$ cat src/inc/rdi_defs.vh
`ifndef RDI_DEFS_VH
`define RDI_DEFS_VH

// ---------------------------------------------------------------
// register byte offsets within the frame
// ---------------------------------------------------------------
`define RDI_OFS_TYPE_LO     16'h0008
`define RDI_OFS_TYPE_HI     16'h000C
`define RDI_OFS_ERR_STATUS  16'h0010
`define RDI_OFS_SETPEND_LO  16'h0040
`define RDI_OFS_SETPEND_HI  16'h0044
`define RDI_OFS_CFGBASE_LO  16'h0070
`define RDI_OFS_CFGBASE_HI  16'h0074
`define RDI_OFS_PENDBASE_LO 16'h0078
`define RDI_OFS_PENDBASE_HI 16'h007C
`define RDI_OFS_CLRPEND_LO  16'h0048
`define RDI_OFS_CLRPEND_HI  16'h004C
`define RDI_OFS_INVONE_LO   16'h00A0
`define RDI_OFS_INVONE_HI   16'h00A4
`define RDI_OFS_INVALL_LO   16'h00B0
`define RDI_OFS_INVALL_HI   16'h00B4
`define RDI_OFS_SYNC        16'h00C0
`define RDI_OFS_SYNC_HI     16'h00C4

// ---------------------------------------------------------------
// error-status field positions
// ---------------------------------------------------------------
`define RDI_ERR_READ_RSVD   0
`define RDI_ERR_WRITE_RSVD  1
`define RDI_ERR_READ_WO     2
`define RDI_ERR_WRITE_RO    3

// ---------------------------------------------------------------
// type register field positions (within the 64-bit word)
// ---------------------------------------------------------------
`define RDI_TYP_PHYS_SUPP   0
`define RDI_TYP_VIRT_SUPP   1
`define RDI_TYP_DIRECT      3
`define RDI_TYP_LAST        4
`define RDI_TYP_DEACT       5
`define RDI_TYP_PROC_LSB    8
`define RDI_TYP_SHARE_LSB   24
`define RDI_TYP_AFFINITY_LEVEL0_LSB    32

// ---------------------------------------------------------------
// timing and reset values
// ---------------------------------------------------------------
`define RDI_OP_CYCLES       8'h10
`define RDI_ZERO32          32'h0000_0000
`define RDI_ZERO64          64'h0000_0000_0000_0000

`endif

$ cat src/core/rdi_regs.v
`timescale 1ns/1ps
`default_nettype none
`include "rdi_defs.vh"

module rdi_regs #(
   parameter         ID_MAX_BITS   = 16,
   parameter         NUM_INTR      = 64,
   parameter         INTR_BASE     = 8192,
   parameter         HAS_ERR_STAT  = 1,
   parameter         TWO_SECURITY  = 1,
   parameter         SYNC_STALL    = 0,
   parameter [7:0]   AFFINITY_LEVEL3          = 8'h00,
   parameter [7:0]   AFFINITY_LEVEL2          = 8'h00,
   parameter [7:0]   AFFINITY_LEVEL1          = 8'h00,
   parameter [7:0]   AFFINITY_LEVEL0          = 8'h00,
   parameter [1:0]   SHARE_LEVEL   = 2'h0,
   parameter [15:0]  PROC_NUM      = 16'h0000,
   parameter         DEACT_SUPP    = 0,
   parameter         IS_LAST       = 1,
   parameter         DIRECT_SUPP   = 1,
   parameter         VIRT_SUPP     = 0,
   parameter         PHYS_SUPP     = 1
) (
   // clock and reset
   input  wire                CLK,
   input  wire                RST_N,
   // register access, one-cycle strobes
   input  wire                REG_WR,
   input  wire                REG_RD,
   input  wire [15:0]         REG_ADDR,
   input  wire [31:0]         REG_WDATA,
   input  wire                REG_NONSECURE,
   output reg  [31:0]         REG_RDATA,
   output reg                 REG_RVALID,
   // redistributor control
   input  wire                MESSAGE_INTERRUPT_ENABLE,
   input  wire [4:0]          IDENTIFIER_BITS,
   // pending state and its external clear
   input  wire [NUM_INTR-1:0] PEND_CLEAR,
   output reg  [NUM_INTR-1:0] PENDING,
   output reg                 SET_PULSE,
   // table base outputs
   output reg  [63:0]         CFG_TABLE_BASE,
   output reg  [63:0]         PEND_TABLE_BASE
);

   // ---------------------------------------------------------------
   // fixed type word
   // ---------------------------------------------------------------
   // every field comes from a parameter, so the word is pure wiring;
   // a processor number that is not unique across the system breaks
   // legacy target selection, and nothing here can detect that
   // reserved bits 31:26, 7:6 and 2 are tied low by the literals
   // bit 3 must stay set while the set-pending and sync offsets exist
   wire [63:0] type_word;
   assign type_word = {AFFINITY_LEVEL3, AFFINITY_LEVEL2, AFFINITY_LEVEL1, AFFINITY_LEVEL0,
                       6'h00, SHARE_LEVEL,
                       PROC_NUM,
                       2'h0,
                       (DEACT_SUPP != 0),
                       (IS_LAST != 0),
                       (DIRECT_SUPP != 0),
                       1'b0,
                       (VIRT_SUPP != 0),
                       (PHYS_SUPP != 0)};

   // ---------------------------------------------------------------
   // address classification
   // ---------------------------------------------------------------
   // both halves of each 64-bit register are listed, so a lone high
   // word access classifies like the low word; any offset not named
   // here is reserved and feeds the error flags below
   reg is_ro;
   reg is_wo;
   reg is_rw;
   always @* begin
      is_ro = 1'b0;
      is_wo = 1'b0;
      is_rw = 1'b0;
      if (REG_ADDR == `RDI_OFS_TYPE_LO || REG_ADDR == `RDI_OFS_TYPE_HI ||
          REG_ADDR == `RDI_OFS_SYNC || REG_ADDR == `RDI_OFS_SYNC_HI) begin
         is_ro = 1'b1;
      end else if (REG_ADDR == `RDI_OFS_SETPEND_LO ||
                   REG_ADDR == `RDI_OFS_SETPEND_HI ||
                   REG_ADDR == `RDI_OFS_CLRPEND_LO ||
                   REG_ADDR == `RDI_OFS_CLRPEND_HI ||
                   REG_ADDR == `RDI_OFS_INVONE_LO ||
                   REG_ADDR == `RDI_OFS_INVONE_HI ||
                   REG_ADDR == `RDI_OFS_INVALL_LO ||
                   REG_ADDR == `RDI_OFS_INVALL_HI) begin
         is_wo = 1'b1;
      end else if (REG_ADDR == `RDI_OFS_ERR_STATUS ||
                   REG_ADDR == `RDI_OFS_CFGBASE_LO ||
                   REG_ADDR == `RDI_OFS_CFGBASE_HI ||
                   REG_ADDR == `RDI_OFS_PENDBASE_LO ||
                   REG_ADDR == `RDI_OFS_PENDBASE_HI) begin
         is_rw = 1'b1;
      end
   end

   // reserved means no class matched; the whole 16-bit offset counts,
   // so aliases above the frame are reserved too
   wire is_rsvd;
   assign is_rsvd = ~(is_ro | is_wo | is_rw);

   // ---------------------------------------------------------------
   // set-pending decode
   // ---------------------------------------------------------------
   // low-word write carries the id; a high-word write also reaches set_id,
   // but set_wr decodes only the low offset, so a high-word write injects nothing
   wire [63:0] set_data;
   assign set_data = {`RDI_ZERO32, REG_WDATA};
   wire [31:0] set_id;
   assign set_id = set_data[31:0];

   // identifier width from the smaller of setting and implementation
   // a setting below 13 bits masks every id under the first message
   // interrupt, so every write then falls out of range and is ignored
   wire [5:0]  eff_bits;
   assign eff_bits = ({1'b0, IDENTIFIER_BITS} + 6'h01 > ID_MAX_BITS) ?
                     ID_MAX_BITS[5:0] : ({1'b0, IDENTIFIER_BITS} + 6'h01);
   wire [31:0] id_mask;
   assign id_mask = (eff_bits >= 6'h20) ? 32'hFFFF_FFFF :
                    ((32'h0000_0001 << eff_bits) - 32'h0000_0001);
   wire [31:0] id_eff;
   assign id_eff = set_id & id_mask;
   // offset into the provided range; it wraps for ids below the base,
   // which the lower-bound test catches
   wire [31:0] id_off;
   assign id_off = id_eff - INTR_BASE[31:0];
   wire id_ok;
   assign id_ok = (id_eff >= INTR_BASE[31:0]) &&
                  (id_off < NUM_INTR[31:0]);

   // enable, range and word checks gate the strobe before any state
   wire set_wr;
   assign set_wr = REG_WR && REG_ADDR == `RDI_OFS_SETPEND_LO &&
                   MESSAGE_INTERRUPT_ENABLE && id_ok;

   // ---------------------------------------------------------------
   // pending bits, one per provided interrupt
   // ---------------------------------------------------------------
   // a set in the same cycle as a downstream clear wins, so an id that
   // is injected again while being consumed is never lost
   // bit i holds the id at the base plus i; ids past the range never
   // reach a bit, so no decode wraps
   genvar gi;
   generate
      for (gi = 0; gi < NUM_INTR; gi = gi + 1) begin : g_pend
         always @(posedge CLK or negedge RST_N) begin
            if (!RST_N) begin
               PENDING[gi] <= 1'b0;
            end else if (set_wr && id_off == gi) begin
               PENDING[gi] <= 1'b1;
            end else if (PEND_CLEAR[gi]) begin
               PENDING[gi] <= 1'b0;
            end
         end
      end
   endgenerate

   // pulse only on a real transition; re-setting is silent
   // the pulse looks at the pending bit before this edge's update
   // downstream uses the pulse as the new-event strobe of the id
   always @(posedge CLK or negedge RST_N) begin
      if (!RST_N) begin
         SET_PULSE <= 1'b0;
      end else begin
         SET_PULSE <= set_wr && !PENDING[id_off[15:0] % NUM_INTR];
      end
   end

   // ---------------------------------------------------------------
   // table base registers and operation timer
   // ---------------------------------------------------------------
   // writes to the clear, invalidate and table base offsets all start
   // the same timer; reads of them never do
   reg  [7:0] op_count;
   wire       op_start;
   assign op_start = REG_WR && (
                     REG_ADDR == `RDI_OFS_CLRPEND_LO ||
                     REG_ADDR == `RDI_OFS_CLRPEND_HI ||
                     REG_ADDR == `RDI_OFS_INVONE_LO ||
                     REG_ADDR == `RDI_OFS_INVONE_HI ||
                     REG_ADDR == `RDI_OFS_INVALL_LO ||
                     REG_ADDR == `RDI_OFS_INVALL_HI ||
                     REG_ADDR == `RDI_OFS_CFGBASE_LO ||
                     REG_ADDR == `RDI_OFS_CFGBASE_HI ||
                     REG_ADDR == `RDI_OFS_PENDBASE_LO ||
                     REG_ADDR == `RDI_OFS_PENDBASE_HI);

   // the group-equality of the base is left to software
   // both tables are plain storage; no field is checked or masked
   always @(posedge CLK or negedge RST_N) begin
      if (!RST_N) begin
         CFG_TABLE_BASE  <= `RDI_ZERO64;
         PEND_TABLE_BASE <= `RDI_ZERO64;
      end else if (REG_WR) begin
         if (REG_ADDR == `RDI_OFS_CFGBASE_LO) begin
            CFG_TABLE_BASE[31:0] <= REG_WDATA;
         end else if (REG_ADDR == `RDI_OFS_CFGBASE_HI) begin
            CFG_TABLE_BASE[63:32] <= REG_WDATA;
         end else if (REG_ADDR == `RDI_OFS_PENDBASE_LO) begin
            PEND_TABLE_BASE[31:0] <= REG_WDATA;
         end else if (REG_ADDR == `RDI_OFS_PENDBASE_HI) begin
            PEND_TABLE_BASE[63:32] <= REG_WDATA;
         end
      end
   end

   // fixed latency model of the table walk behind each operation
   // a new operation restarts the count instead of queueing, so busy
   // always covers the most recent write in full
   always @(posedge CLK or negedge RST_N) begin
      if (!RST_N) begin
         op_count <= 8'h00;
      end else if (op_start) begin
         op_count <= `RDI_OP_CYCLES;
      end else if (op_count != 8'h00) begin
         op_count <= op_count - 8'h01;
      end
   end

   // derived, not stored: busy drops in the cycle the count ends
   wire busy;
   assign busy = (op_count != 8'h00);

   // ---------------------------------------------------------------
   // banked error status
   // ---------------------------------------------------------------
   reg  [3:0] err_s;
   reg  [3:0] err_ns;
   // without a second security state every access uses one bank
   wire       bank_ns;
   assign bank_ns = (TWO_SECURITY != 0) && REG_NONSECURE;

   // an access raises at most one flag: the classes are exclusive
   wire [3:0] err_evt;
   assign err_evt = {REG_WR & is_ro,
                     REG_RD & is_wo,
                     REG_WR & is_rsvd,
                     REG_RD & is_rsvd};

   // write-one-to-clear; zeros in the data leave flags untouched
   wire [3:0] err_clr;
   assign err_clr = (REG_WR && REG_ADDR == `RDI_OFS_ERR_STATUS) ?
                    REG_WDATA[3:0] : 4'h0;

   // a new event beats a clear in the same cycle
   // only the bank of the current access moves; the other bank keeps
   // its flags, so one security state cannot hide the other's errors
   always @(posedge CLK or negedge RST_N) begin
      if (!RST_N) begin
         err_s  <= 4'h0;
         err_ns <= 4'h0;
      end else if (HAS_ERR_STAT != 0) begin
         if (bank_ns) begin
            err_ns <= (err_ns & ~err_clr) | err_evt;
         end else begin
            err_s  <= (err_s & ~err_clr) | err_evt;
         end
      end
   end

   // ---------------------------------------------------------------
   // read data path, answer one cycle after the strobe, or once idle for a stalled sync read
   // ---------------------------------------------------------------
   // write-only and reserved offsets read zero; the error flags are
   // the only trace of such a read
   // the high half of sync holds no field and reads zero
   reg [31:0] next_rdata;
   always @* begin
      next_rdata = `RDI_ZERO32;
      if (REG_ADDR == `RDI_OFS_TYPE_LO) begin
         next_rdata = type_word[31:0];
      end else if (REG_ADDR == `RDI_OFS_TYPE_HI) begin
         next_rdata = type_word[63:32];
      end else if (REG_ADDR == `RDI_OFS_ERR_STATUS) begin
         if (HAS_ERR_STAT != 0) begin
            next_rdata = {28'h0000000, bank_ns ? err_ns : err_s};
         end
      end else if (REG_ADDR == `RDI_OFS_SYNC) begin
         next_rdata = {31'h00000000, busy};
      end else if (REG_ADDR == `RDI_OFS_CFGBASE_LO) begin
         next_rdata = CFG_TABLE_BASE[31:0];
      end else if (REG_ADDR == `RDI_OFS_CFGBASE_HI) begin
         next_rdata = CFG_TABLE_BASE[63:32];
      end else if (REG_ADDR == `RDI_OFS_PENDBASE_LO) begin
         next_rdata = PEND_TABLE_BASE[31:0];
      end else if (REG_ADDR == `RDI_OFS_PENDBASE_HI) begin
         next_rdata = PEND_TABLE_BASE[63:32];
      end
   end

   // a stalled sync read waits for idle, so busy then reads 0
   // while a stalled read is open a further read strobe is dropped;
   // the bus must not issue one until the answer has come
   // with stalling off the sync read answers at once, busy included
   reg rd_wait;
   wire sync_rd;
   assign sync_rd = REG_RD && REG_ADDR == `RDI_OFS_SYNC;
   always @(posedge CLK or negedge RST_N) begin
      if (!RST_N) begin
         REG_RDATA  <= `RDI_ZERO32;
         REG_RVALID <= 1'b0;
         rd_wait    <= 1'b0;
      end else if (SYNC_STALL != 0 && (rd_wait || (sync_rd && busy))) begin
         rd_wait    <= busy;
         REG_RVALID <= !busy;
         REG_RDATA  <= `RDI_ZERO32;
      end else begin
         REG_RVALID <= REG_RD;
         REG_RDATA  <= REG_RD ? next_rdata : `RDI_ZERO32;
      end
   end

endmodule

`default_nettype wire

$ cat config.mk
export PLATFORM = sky130hd
export DESIGN_NAME = rdi_regs
export DESIGN_NICKNAME = d
export VERILOG_FILES = /design/src/core/rdi_regs.v
export VERILOG_INCLUDE_DIRS = /design/src /design/src/inc
export SDC_FILE = /design/constraint.sdc
export NUM_CORES = 1
export LEC_CHECK = 0
export BUFFER_PORTS_ARGS = -buffer_cell sky130_fd_sc_hd__buf_2
export CAP_MARGIN = 0
export CORE_UTILIZATION = 45
export DETAILED_ROUTE_END_ITERATION = 7
export HOLD_SLACK_MARGIN = 0.12
export PLACE_DENSITY = 0.77
export SYNTH_ARGS = -nofsm -noshare
export SYNTH_HDL_FRONTEND = slang
export SYNTH_SLANG_ARGS = --single-unit
export TNS_END_PERCENT = 50
$ cat constraint.sdc
create_clock -name CLK -period 1.7 [get_ports CLK]
set_input_delay 0.34 -clock CLK [delete_from_list [all_inputs] [get_ports CLK]]
set_output_delay 0.34 -clock CLK [all_outputs]
set_load 0.02 [all_outputs]
==> impl_metrics.tcl, run 1 <==
set metrics [dict create \
    synthCells 1065 \
    relSlewSlack_pct 59.7 \
    grt_pass1_vias 13100 \
    grt_max_degree 50 \
    clkLatencyLatePin_ns 0.55 \
    syn_to_final_growth_pct 64.7 \
    hp-class "in -> reg" \
    wire_per_inst_um 26.1 \
    synth_common_cells "242 x dfrtp_1, 127 x mux2_2, 94 x nand2_1" \
    synth_top_area_share_pct 51.7 \
    vias 13000 \
    core.rowCount 58 \
    clock_sinks 242 \
    cts_inserted_buffers 26 \
    hpwl_um 30400 \
    cts_max_level 1 \
    drv_slew 0 \
    ir_drop_v 0.000764 \
    setup_ws_ns -2.10 \
    power.density_nw_per_um2 708 \
    synth_edf_count 0 \
    fp.dieW_um 163 \
    portBuffers 348 \
    rsz0062_at_grt "true" \
    worstMarginPinSlew_ns 0.605 \
    fin_crit_sh_pct 223 \
    drt_wl_total_um 54400 \
    yosys_warnings 0 \
    grt_pass1_wl_um 74600 \
    outcome "complete, but fails checks" \
    nNetsFinal 1860 \
    ys_types 78 \
    synth_area_leaders "dfrtp_1 52%, mux2_2 12%, mux4_2 3.1%" \
    ios 349 \
    dr.first_iter.drc_count 1368 \
    overflow 0 \
    drtAntennaViolNets 0 \
    die_area_um2 26700 \
    fmax_ghz 0.263 \
    synth_top_area_cell "dfrtp_1" \
    firstDrtPassIters 5 \
    synth_area_per_cell_um2 11.0 \
    ctsLongestPathBuffers 3 \
    clkTransAtPathRegs_ns 0.06 \
    setup-tns-final_ns -243.42 \
    vias_per_cell 6.20 \
    ys_seq_area_share_pct 51.7 \
    worstPathRequired_ns 2.12 \
    core_um2 25300 \
    dieHeight_um 163 \
    placement.cell_area_um2 15700 \
    tritoncts "yes" \
    arrival_ns 4.22 \
    remaining_drc_errors 0 \
    syn_nets 1192 \
    fin_skew_ns 0.0277 \
    worstSetupPathType "in -> reg" \
    drv_cap 0 \
    dp.cells 1915 \
    fin_crit_ns 3.80 \
    crit_path_end_kind "register" \
    cp_max_fo 25 \
    design_area_um2 19300 \
    grt_util_all_layers_pct 36.7 \
    antenna_found_initial 6 \
    drive_gt1_share_pct 57.7 \
    final_cells 2088 \
    start_kind "input port" \
    setup_viol 240 \
    yosysMostFrequentCell "dfrtp_1" \
    start_util_pct 46.2 \
    async_flop_share_pct 100 \
    ys.flop_type "dfrtp_1" \
    synth-seq-cells 242 \
    netlist_area_um2 11700 \
    violations "negative setup slack" \
    leakage_nw 9.65 \
    finalHoldViolCount 0 \
    root_buffer "clkbuf_16" \
    place.gp.congestion 0.974 \
]
## layer usage
metal	vias up	part of all wire (%)	track usage (%)
met5	-	0	0
met4	0	7.5	20.3
met3	340	11	8.79
met2	1095	48	64.3
met1	6241	33	40.8
li1	5276	-	-
## repair_timing
item	in CTS	in global routing
endpoints found under the setup margin	239	241
pin swaps	38	49
endpoints found under the hold margin	224	0
setup buffers	20	22
resized for setup	166	157
hold buffers	73	0
gates cloned	13	2
## cells by family after synthesis
kind of cell	share of synthesized area, %
compound gates	13.4
fa+ha+maj	0.427
buf+inv	3.57
xor+xnor	0.598
simple gates	14.8
mux	15.5
flops	51.7
## worst max-delay path: stages
cell	delay (ns)
buf_8	0.10
ha_4	0.16
nor2_4	0.13
a21oi_4	0.04
or4_4	0.49
ha_4	0.17
o31a_1	0.11
a21boi_4	0.15
a2111oi_4	0.31
a31oi_1	0.09
ha_1	0.28
and4_1	0.20
nand2_1	0.07
nor4_2	0.28
o2111ai_1	0.14
or4b_4	0.65
buf_12	0.20
o31ai_1	0.26
## per-stage QoR
step	hold slack [ns]	setup slack (ns)	total power [mW]	utilization [%]
2_1_floorplan	0.0444	-2.42	6.58	-
3_3_place_gp	0.282	-2.55	7.48	61.8
3_5_place_dp	0.289	-2.61	7.51	61.8
4_1_cts	0.120	-2.02	13.4	73.0
5_1_grt	0.0983	-2.29	14.0	76.2
6_report	0.107	-2.10	13.7	76.2
## layout by cell type, fill, tap and decap left out, drive strengths merged, types with 7 or more instances in the layout
cell type / count
or4: 7
o22ai: 53
nand2: 96
mux2: 127
mux4: 16
nand2b: 48
nor2: 60
dfrtp: 242
nor2b: 8
dlygate4sd3: 73
o21ai: 36
nor4: 18
o31ai: 31
buf: 629
inv: 35
nand3: 19
or3: 10
a22oi: 7
nor3: 16
a21oi: 59
nand4: 9
clkbuf: 38
## layout make-up
type                    count  area (um^2)
diodes                      6         15.0
clock buffers              36          758
clock inverters            11          125
fillers                  1446         6030
inverters                  34          133
multi-input cells         725         6530
flip-flops and latches    242         6060
well taps                 330          413
repair buffers            704         5270
## state kept, by name, summed over array words and instances, names as in the netlist
name / flops
op_count: 8
SET_PULSE: 1
REG_RDATA: 32
err_ns: 4
REG_RVALID: 1
CFG_TABLE_BASE: 64
err_s: 4
PEND_TABLE_BASE: 64
PENDING: 64
## where the power goes
part           leakage (nW)  switching [mW]  internal [mW]  total, mW
clock                 0.434            2.54           3.43       5.97
sequential             3.34          0.0445           5.83       5.88
combinational          5.88           0.962          0.860       1.82
total                  9.65            3.55           10.1       13.7
## path summary, 6_finish.rpt
| check | start | depth (start not counted) | slack (ns) | to |
|---|---|---|---|---|
| setup / recovery | IDENTIFIER_BITS[0] | 18 | -2.10 | PENDING[51]$_DFFE_PN0P_ |
| hold / removal | PEND_CLEAR[50] | 3 | 0.11 | PENDING[50]$_DFFE_PN0P_ |
| setup reg to reg | PENDING[35]$_DFFE_PN0P_ | 5 | -0.20 | SET_PULSE$_DFF_PN0_ |
| hold reg to reg | err_s[0]$_DFFE_PN0N_ | 2 | 0.48 | err_s[0]$_DFFE_PN0N_ |
| max in group asynchronous | RST_N | 3 | 0.75 | CFG_TABLE_BASE[50]$_DFFE_PN0P_ |
| min in group asynchronous | RST_N | 2 | 0.29 | PENDING[35]$_DFFE_PN0P_ |
Power figures use the tool's default switching activity.
==> inputs of run 2 (changes only) <==
- PLACE_DENSITY: 0.77 -> 0.74
- SETUP_SLACK_MARGIN: default -> 0.05
- clock period: 1.7 -> 4.7 ns (I/O delays scaled with it)
==> impl_metrics.tcl, run 2 (synthesis results as in run 1) <==
set metrics [dict create \
    outcome "completed" \
    core_um2 25300 \
    finalHoldViolCount 0 \
    rsz0062_at_grt "false" \
    hpwl_um 27800 \
    dieHeight_um 163 \
    cts_inserted_buffers 26 \
    design_area_um2 15000 \
    vias 10500 \
    place.gp.congestion 0.904 \
    antenna_found_initial 2 \
    remaining_drc_errors 0 \
    crit_path_end_kind "register" \
    fmax_ghz 0.226 \
    drt_wl_total_um 38700 \
    fin_skew_ns 0.00812 \
    clkLatencyLatePin_ns 0.52 \
    worstMarginPinSlew_ns 0.980 \
    clkTransAtPathRegs_ns 0.06 \
    cts_max_level 1 \
    setup_ws_ns 0.266 \
    final_cells 1788 \
    drv_slew 0 \
    vias_per_cell 5.87 \
    setup_viol 0 \
    firstDrtPassIters 5 \
    grt_max_degree 122 \
    cts_hold_buf 0 \
    layout_common_cells "347 x buf_2, 242 x dfrtp_1, 127 x mux2_2" \
    placement.cell_area_um2 14100 \
    relSlewSlack_pct 34.7 \
    nNetsFinal 1564 \
    drv_cap 0 \
    grt_pass1_vias 10500 \
    root_buffer "clkbuf_16" \
    worstPathRequired_ns 5.12 \
    tritoncts "yes" \
    ios 349 \
    overflow 0 \
    ctsLongestPathBuffers 3 \
    ir_drop_v 0.000220 \
    drtAntennaViolNets 0 \
    grt_use_met3_pct 5.76 \
    grt_pass1_wl_um 58400 \
    core.rowCount 58 \
    fp.dieW_um 163 \
    dr.first_iter.drc_count 941 \
    dp.cells 1739 \
    die_area_um2 26700 \
    grt_util_all_layers_pct 28.6 \
    arrival_ns 4.85 \
    pre_cts_slack_ns -0.253 \
    cp_max_fo 49 \
    clock_sinks 242 \
    wire_per_inst_um 21.6 \
    portBuffers 348 \
    drive_gt1_share_pct 42.7 \
    worstSetupPathType "in -> reg" \
    grt_use_met2_pct 48.7 \
    top_usage_layer "met2" \
    start_kind "input port" \
    fin_crit_ns 4.43 \
    reg.largest.list "CFG_TABLE_BASE (64), PENDING (64), PEND_TABLE_BASE (64)" \
    start_util_pct 46.2 \
    fillers 2103 \
    fin_crit_sh_pct 94.4 \
    power.density_nw_per_um2 308 \
    mostFrequentLayoutCell "buf_2" \
    syn_to_final_growth_pct 28.1 \
    hp-class "in -> async" \
    grtUsageMet1_pct 35.0 \
    leakage_nw 7.74 \
    power_mw 4.62 \
]
[run 2: changes by cell type in the layout (fill, tap and decap cells not counted), sizes merged]
cell / before / now
clkinvlp: 2 / 3
clkbuf: 38 / 33
diode: 6 / 2
dlygate4sd3: 73 / 0
buf: 629 / 408
clkinv: 6 / 8
[run 2: metrics by stage]
step / setup TNS, ns / hold slack [ns] / utilization (%)
6_report: 0 / 0.470 / 59.2
5_1_grt: 0 / 0.521 / 59.2
4_1_cts: 0 / 0.483 / 59.2
3_5_place_dp: -7.89 / 0.469 / 55.8
3_3_place_gp: -5.03 / 0.461 / 55.8
2_1_floorplan: -0.0314 / 0.443 / -
[run 2: timing repair]
item                                    CTS  global route
setup buffers                             0             0
endpoints found under the setup margin    0            15
resized for setup                         0             2
[run 2: worst paths after layout]
path                                         startpoint                             end  slack [ns]  cells past startpoint
min in group CLK                   err_s[3]$_DFFE_PN0N_            err_s[3]$_DFFE_PN0N_        0.48                      2
worst max register to register  op_count[0]$_DFFE_PN0P_         op_count[7]$_DFFE_PN0P_        2.63                      9
worst min-delay path                              RST_N          REG_RDATA[1]$_DFF_PN0_        0.47                      1
worst max-delay path                 IDENTIFIER_BITS[0]         PENDING[50]$_DFFE_PN0P_        0.27                     18
max in group asynchronous                         RST_N  CFG_TABLE_BASE[45]$_DFFE_PN0P_        3.12                      2
worst min register to register     err_s[3]$_DFFE_PN0N_            err_s[3]$_DFFE_PN0N_        0.48                      2
[run 2: final cells by class]
| class | count | area, um^2 | share of cell area, % |
|---|---|---|---|
| Inverter | 34 | 128 | 0.851 |
| Clock buffer | 33 | 718 | 4.79 |
| Sequential cell | 242 | 6060 | 40.4 |
| Timing Repair Buffer | 408 | 2240 | 14.9 |
| Multi-Input combinational cell | 725 | 5300 | 35.4 |
| Clock inverter | 14 | 139 | 0.926 |
| Antenna cell | 2 | 5.00 | 0.0334 |
| Tap cell | 330 | 413 | 2.75 |
[run 2: layer usage]
layer / vias to the layer above / wire, um
met1: 5107 / 14700
li1: 4670 / -
met2: 615 / 19000
met5: - / 0
met4: 0 / 1450
met3: 99 / 3530
[run 2: worst max-delay path: stages]
cell and delay [ns]:
buf_2 0.11, ha_4 0.15, and2_4 0.16, a21oi_4 0.05, or4_1 0.48, ha_2 0.19
o31a_1 0.11, a21boi_4 0.16, a2111oi_4 0.31, a31oi_1 0.10, ha_1 0.29, and4_1 0.20
nand2_1 0.06, nor4_1 0.29, o2111ai_1 0.14, or4b_1 0.58, buf_12 0.21, o31ai_1 0.29
[run 2: power by group]
part	internal (mW)	leakage, nW	switching (mW)
logic	0.163	3.99	0.255
clock network	1.20	0.417	0.864
registers	2.11	3.34	0.0274
==> inputs of run 3 (changes only) <==
- PLACE_DENSITY: 0.74 -> default
- PLACE_DENSITY_LB_ADDON: default -> 0.2
==> impl_metrics.tcl, run 3 (synthesis results as in run 1) <==
set metrics [dict create \
    clkTransAtPathRegs_ns 0.06 \
    rsz0062_at_grt "false" \
    mostFrequentLayoutCell "buf_2" \
    cts_hold_buf 0 \
    core.rowCount 58 \
    grt_pass1_vias 10300 \
    grt_util_all_layers_pct 28.9 \
    root_buffer "clkbuf_16" \
    relSlewSlack_pct 28.0 \
    p_int_mw 3.46 \
    ctsLongestPathBuffers 3 \
    power.density_nw_per_um2 307 \
    drtAntennaViolNets 0 \
    cp_slowest_stage_delay_ns 0.58 \
    setup_ws_ns 0.295 \
    post_cts_buffers 0 \
    worstMarginPinSlew_ns 1.08 \
    core_um2 25300 \
    cts_max_level 1 \
    wire_per_inst_um 21.7 \
    power_mw 4.60 \
    cp_max_fo 49 \
    seqPwrFrac_pct 46.5 \
    min_path_cells 2 \
    arrival_ns 4.84 \
    path_cells "buf_2 > ha_4 > and2_4 > a21oi_4 > or4_1 > ha_2 > o31a_1 > a21boi_4 > a2111oi_4 > a31oi_1 > ha_1 > and4_1 > nand2_1 > nor4_1 > o2111ai_1 > or4b_1 > buf_12 > o31ai_1" \
    layout_common_cells "347 x buf_2, 242 x dfrtp_1, 127 x mux2_2" \
    switching_share_pct 24.7 \
    dr.first_iter.drc_count 711 \
    cts_resized 0 \
    reg2reg_depth 6 \
    die_area_um2 26700 \
    overflow 0 \
    slowest_stage "or4b_1" \
    drt_wl_total_um 38600 \
    hpwl_um 27900 \
    portBuffers 348 \
    leakage_nw 7.73 \
    finalHoldViolCount 0 \
    antenna_found_initial 1 \
    grt_max_degree 142 \
    fin_crit_sh_pct 93.7 \
    start_util_pct 46.2 \
    syn_to_final_growth_pct 27.8 \
    clock_sinks 242 \
    start_kind "input port" \
    worstSetupPathType "in -> reg" \
    worstPathRequired_ns 5.14 \
    nNetsFinal 1561 \
    vias 10300 \
    setup_viol 0 \
    tritoncts "yes" \
    ir_drop_v 0.000203 \
    fp.dieW_um 163 \
    cts_inserted_buffers 27 \
    vias_per_cell 5.80 \
    fin_hold_ws_ns 0.474 \
    p_sw_mw 1.14 \
    drv_slew 0 \
    design_area_um2 15000 \
    firstDrtPassIters 5 \
    drive_gt1_share_pct 42.5 \
    reg.largest.list "CFG_TABLE_BASE (64), PENDING (64), PEND_TABLE_BASE (64)" \
    fin_skew_ns 0.00897 \
    pre_cts_slack_ns -0.229 \
    drv_cap 0 \
    outcome "completed" \
    pwr-share-clk_pct 44.6 \
    hp-class "reg -> reg" \
    clkLatencyLatePin_ns 0.55 \
    combPwrFrac_pct 8.9 \
    fmax_ghz 0.227 \
    dieHeight_um 163 \
    ios 349 \
    place.gp.congestion 0.896 \
    grt_pass1_wl_um 59300 \
    setup-tns-final_ns 0 \
    placement.cell_area_um2 14100 \
    fin_crit_ns 4.40 \
    r2r_slack_ns 2.65 \
    crit_path_end_kind "register" \
    remaining_drc_errors 0 \
]
[run 3: worst paths after layout]
path,startpoint,to
worst max-delay path,IDENTIFIER_BITS[0],PENDING[49]$_DFFE_PN0P_
worst min-delay path,err_ns[1]$_DFFE_PN0P_,err_ns[1]$_DFFE_PN0P_
worst max register to register,op_count[5]$_DFFE_PN0P_,REG_RDATA[0]$_DFF_PN0_
worst min register to register,err_ns[1]$_DFFE_PN0P_,err_ns[1]$_DFFE_PN0P_
max in group asynchronous,RST_N,err_s[0]$_DFFE_PN0N_
min in group asynchronous,RST_N,PEND_TABLE_BASE[59]$_DFFE_PN0P_
[run 3: worst max-delay path: cells and delay by family]
kind / cells / cell delay [ns]
and+or+nand+nor: 6 / 1.76
AOI/OAI and AO/OA: 7 / 1.16
buffers and inverters: 2 / 0.33
adders and majority gates: 3 / 0.63
[run 3: power groups by stage]
stage                     sequential [mW]  combinational (mW)  clock, mW
after floorplan                      2.17               0.207          0
after global placement               2.18               0.407          0
after detailed placement             2.18               0.410          0
after CTS                            2.14               0.412       2.08
after global routing                 2.14               0.450       2.17
final                                2.14               0.410       2.05
[run 3: area by class of cell]
type	instances	area, um^2
tap	330	413
clock buffer	38	767
sequential	242	6060
timing repair buffer	404	2210
fill	2202	10400
antenna	1	2.50
inverter	34	128
clock inverter	9	91.3
multi-input combinational	725	5300
[run 3: per-stage QoR]
| stage | cells | utilization, % |
|---|---|---|
| 2_1_floorplan | 1065 | - |
| 3_3_place_gp | 1735 | 55.7 |
| 4_1_cts | 1782 | 59.1 |
| 5_1_grt | 1783 | 59.1 |
| 3_5_place_dp | 1735 | 55.7 |
| 6_report | 1783 | 59.1 |
[run 3: metal layers]
metal	part of all wire [%]	vias up	track usage, %
met1	42	5119	37.8
met3	7.3	72	4.60
li1	-	4656	-
met2	48	487	48.5
met5	0	-	0
met4	2.9	0	10.6
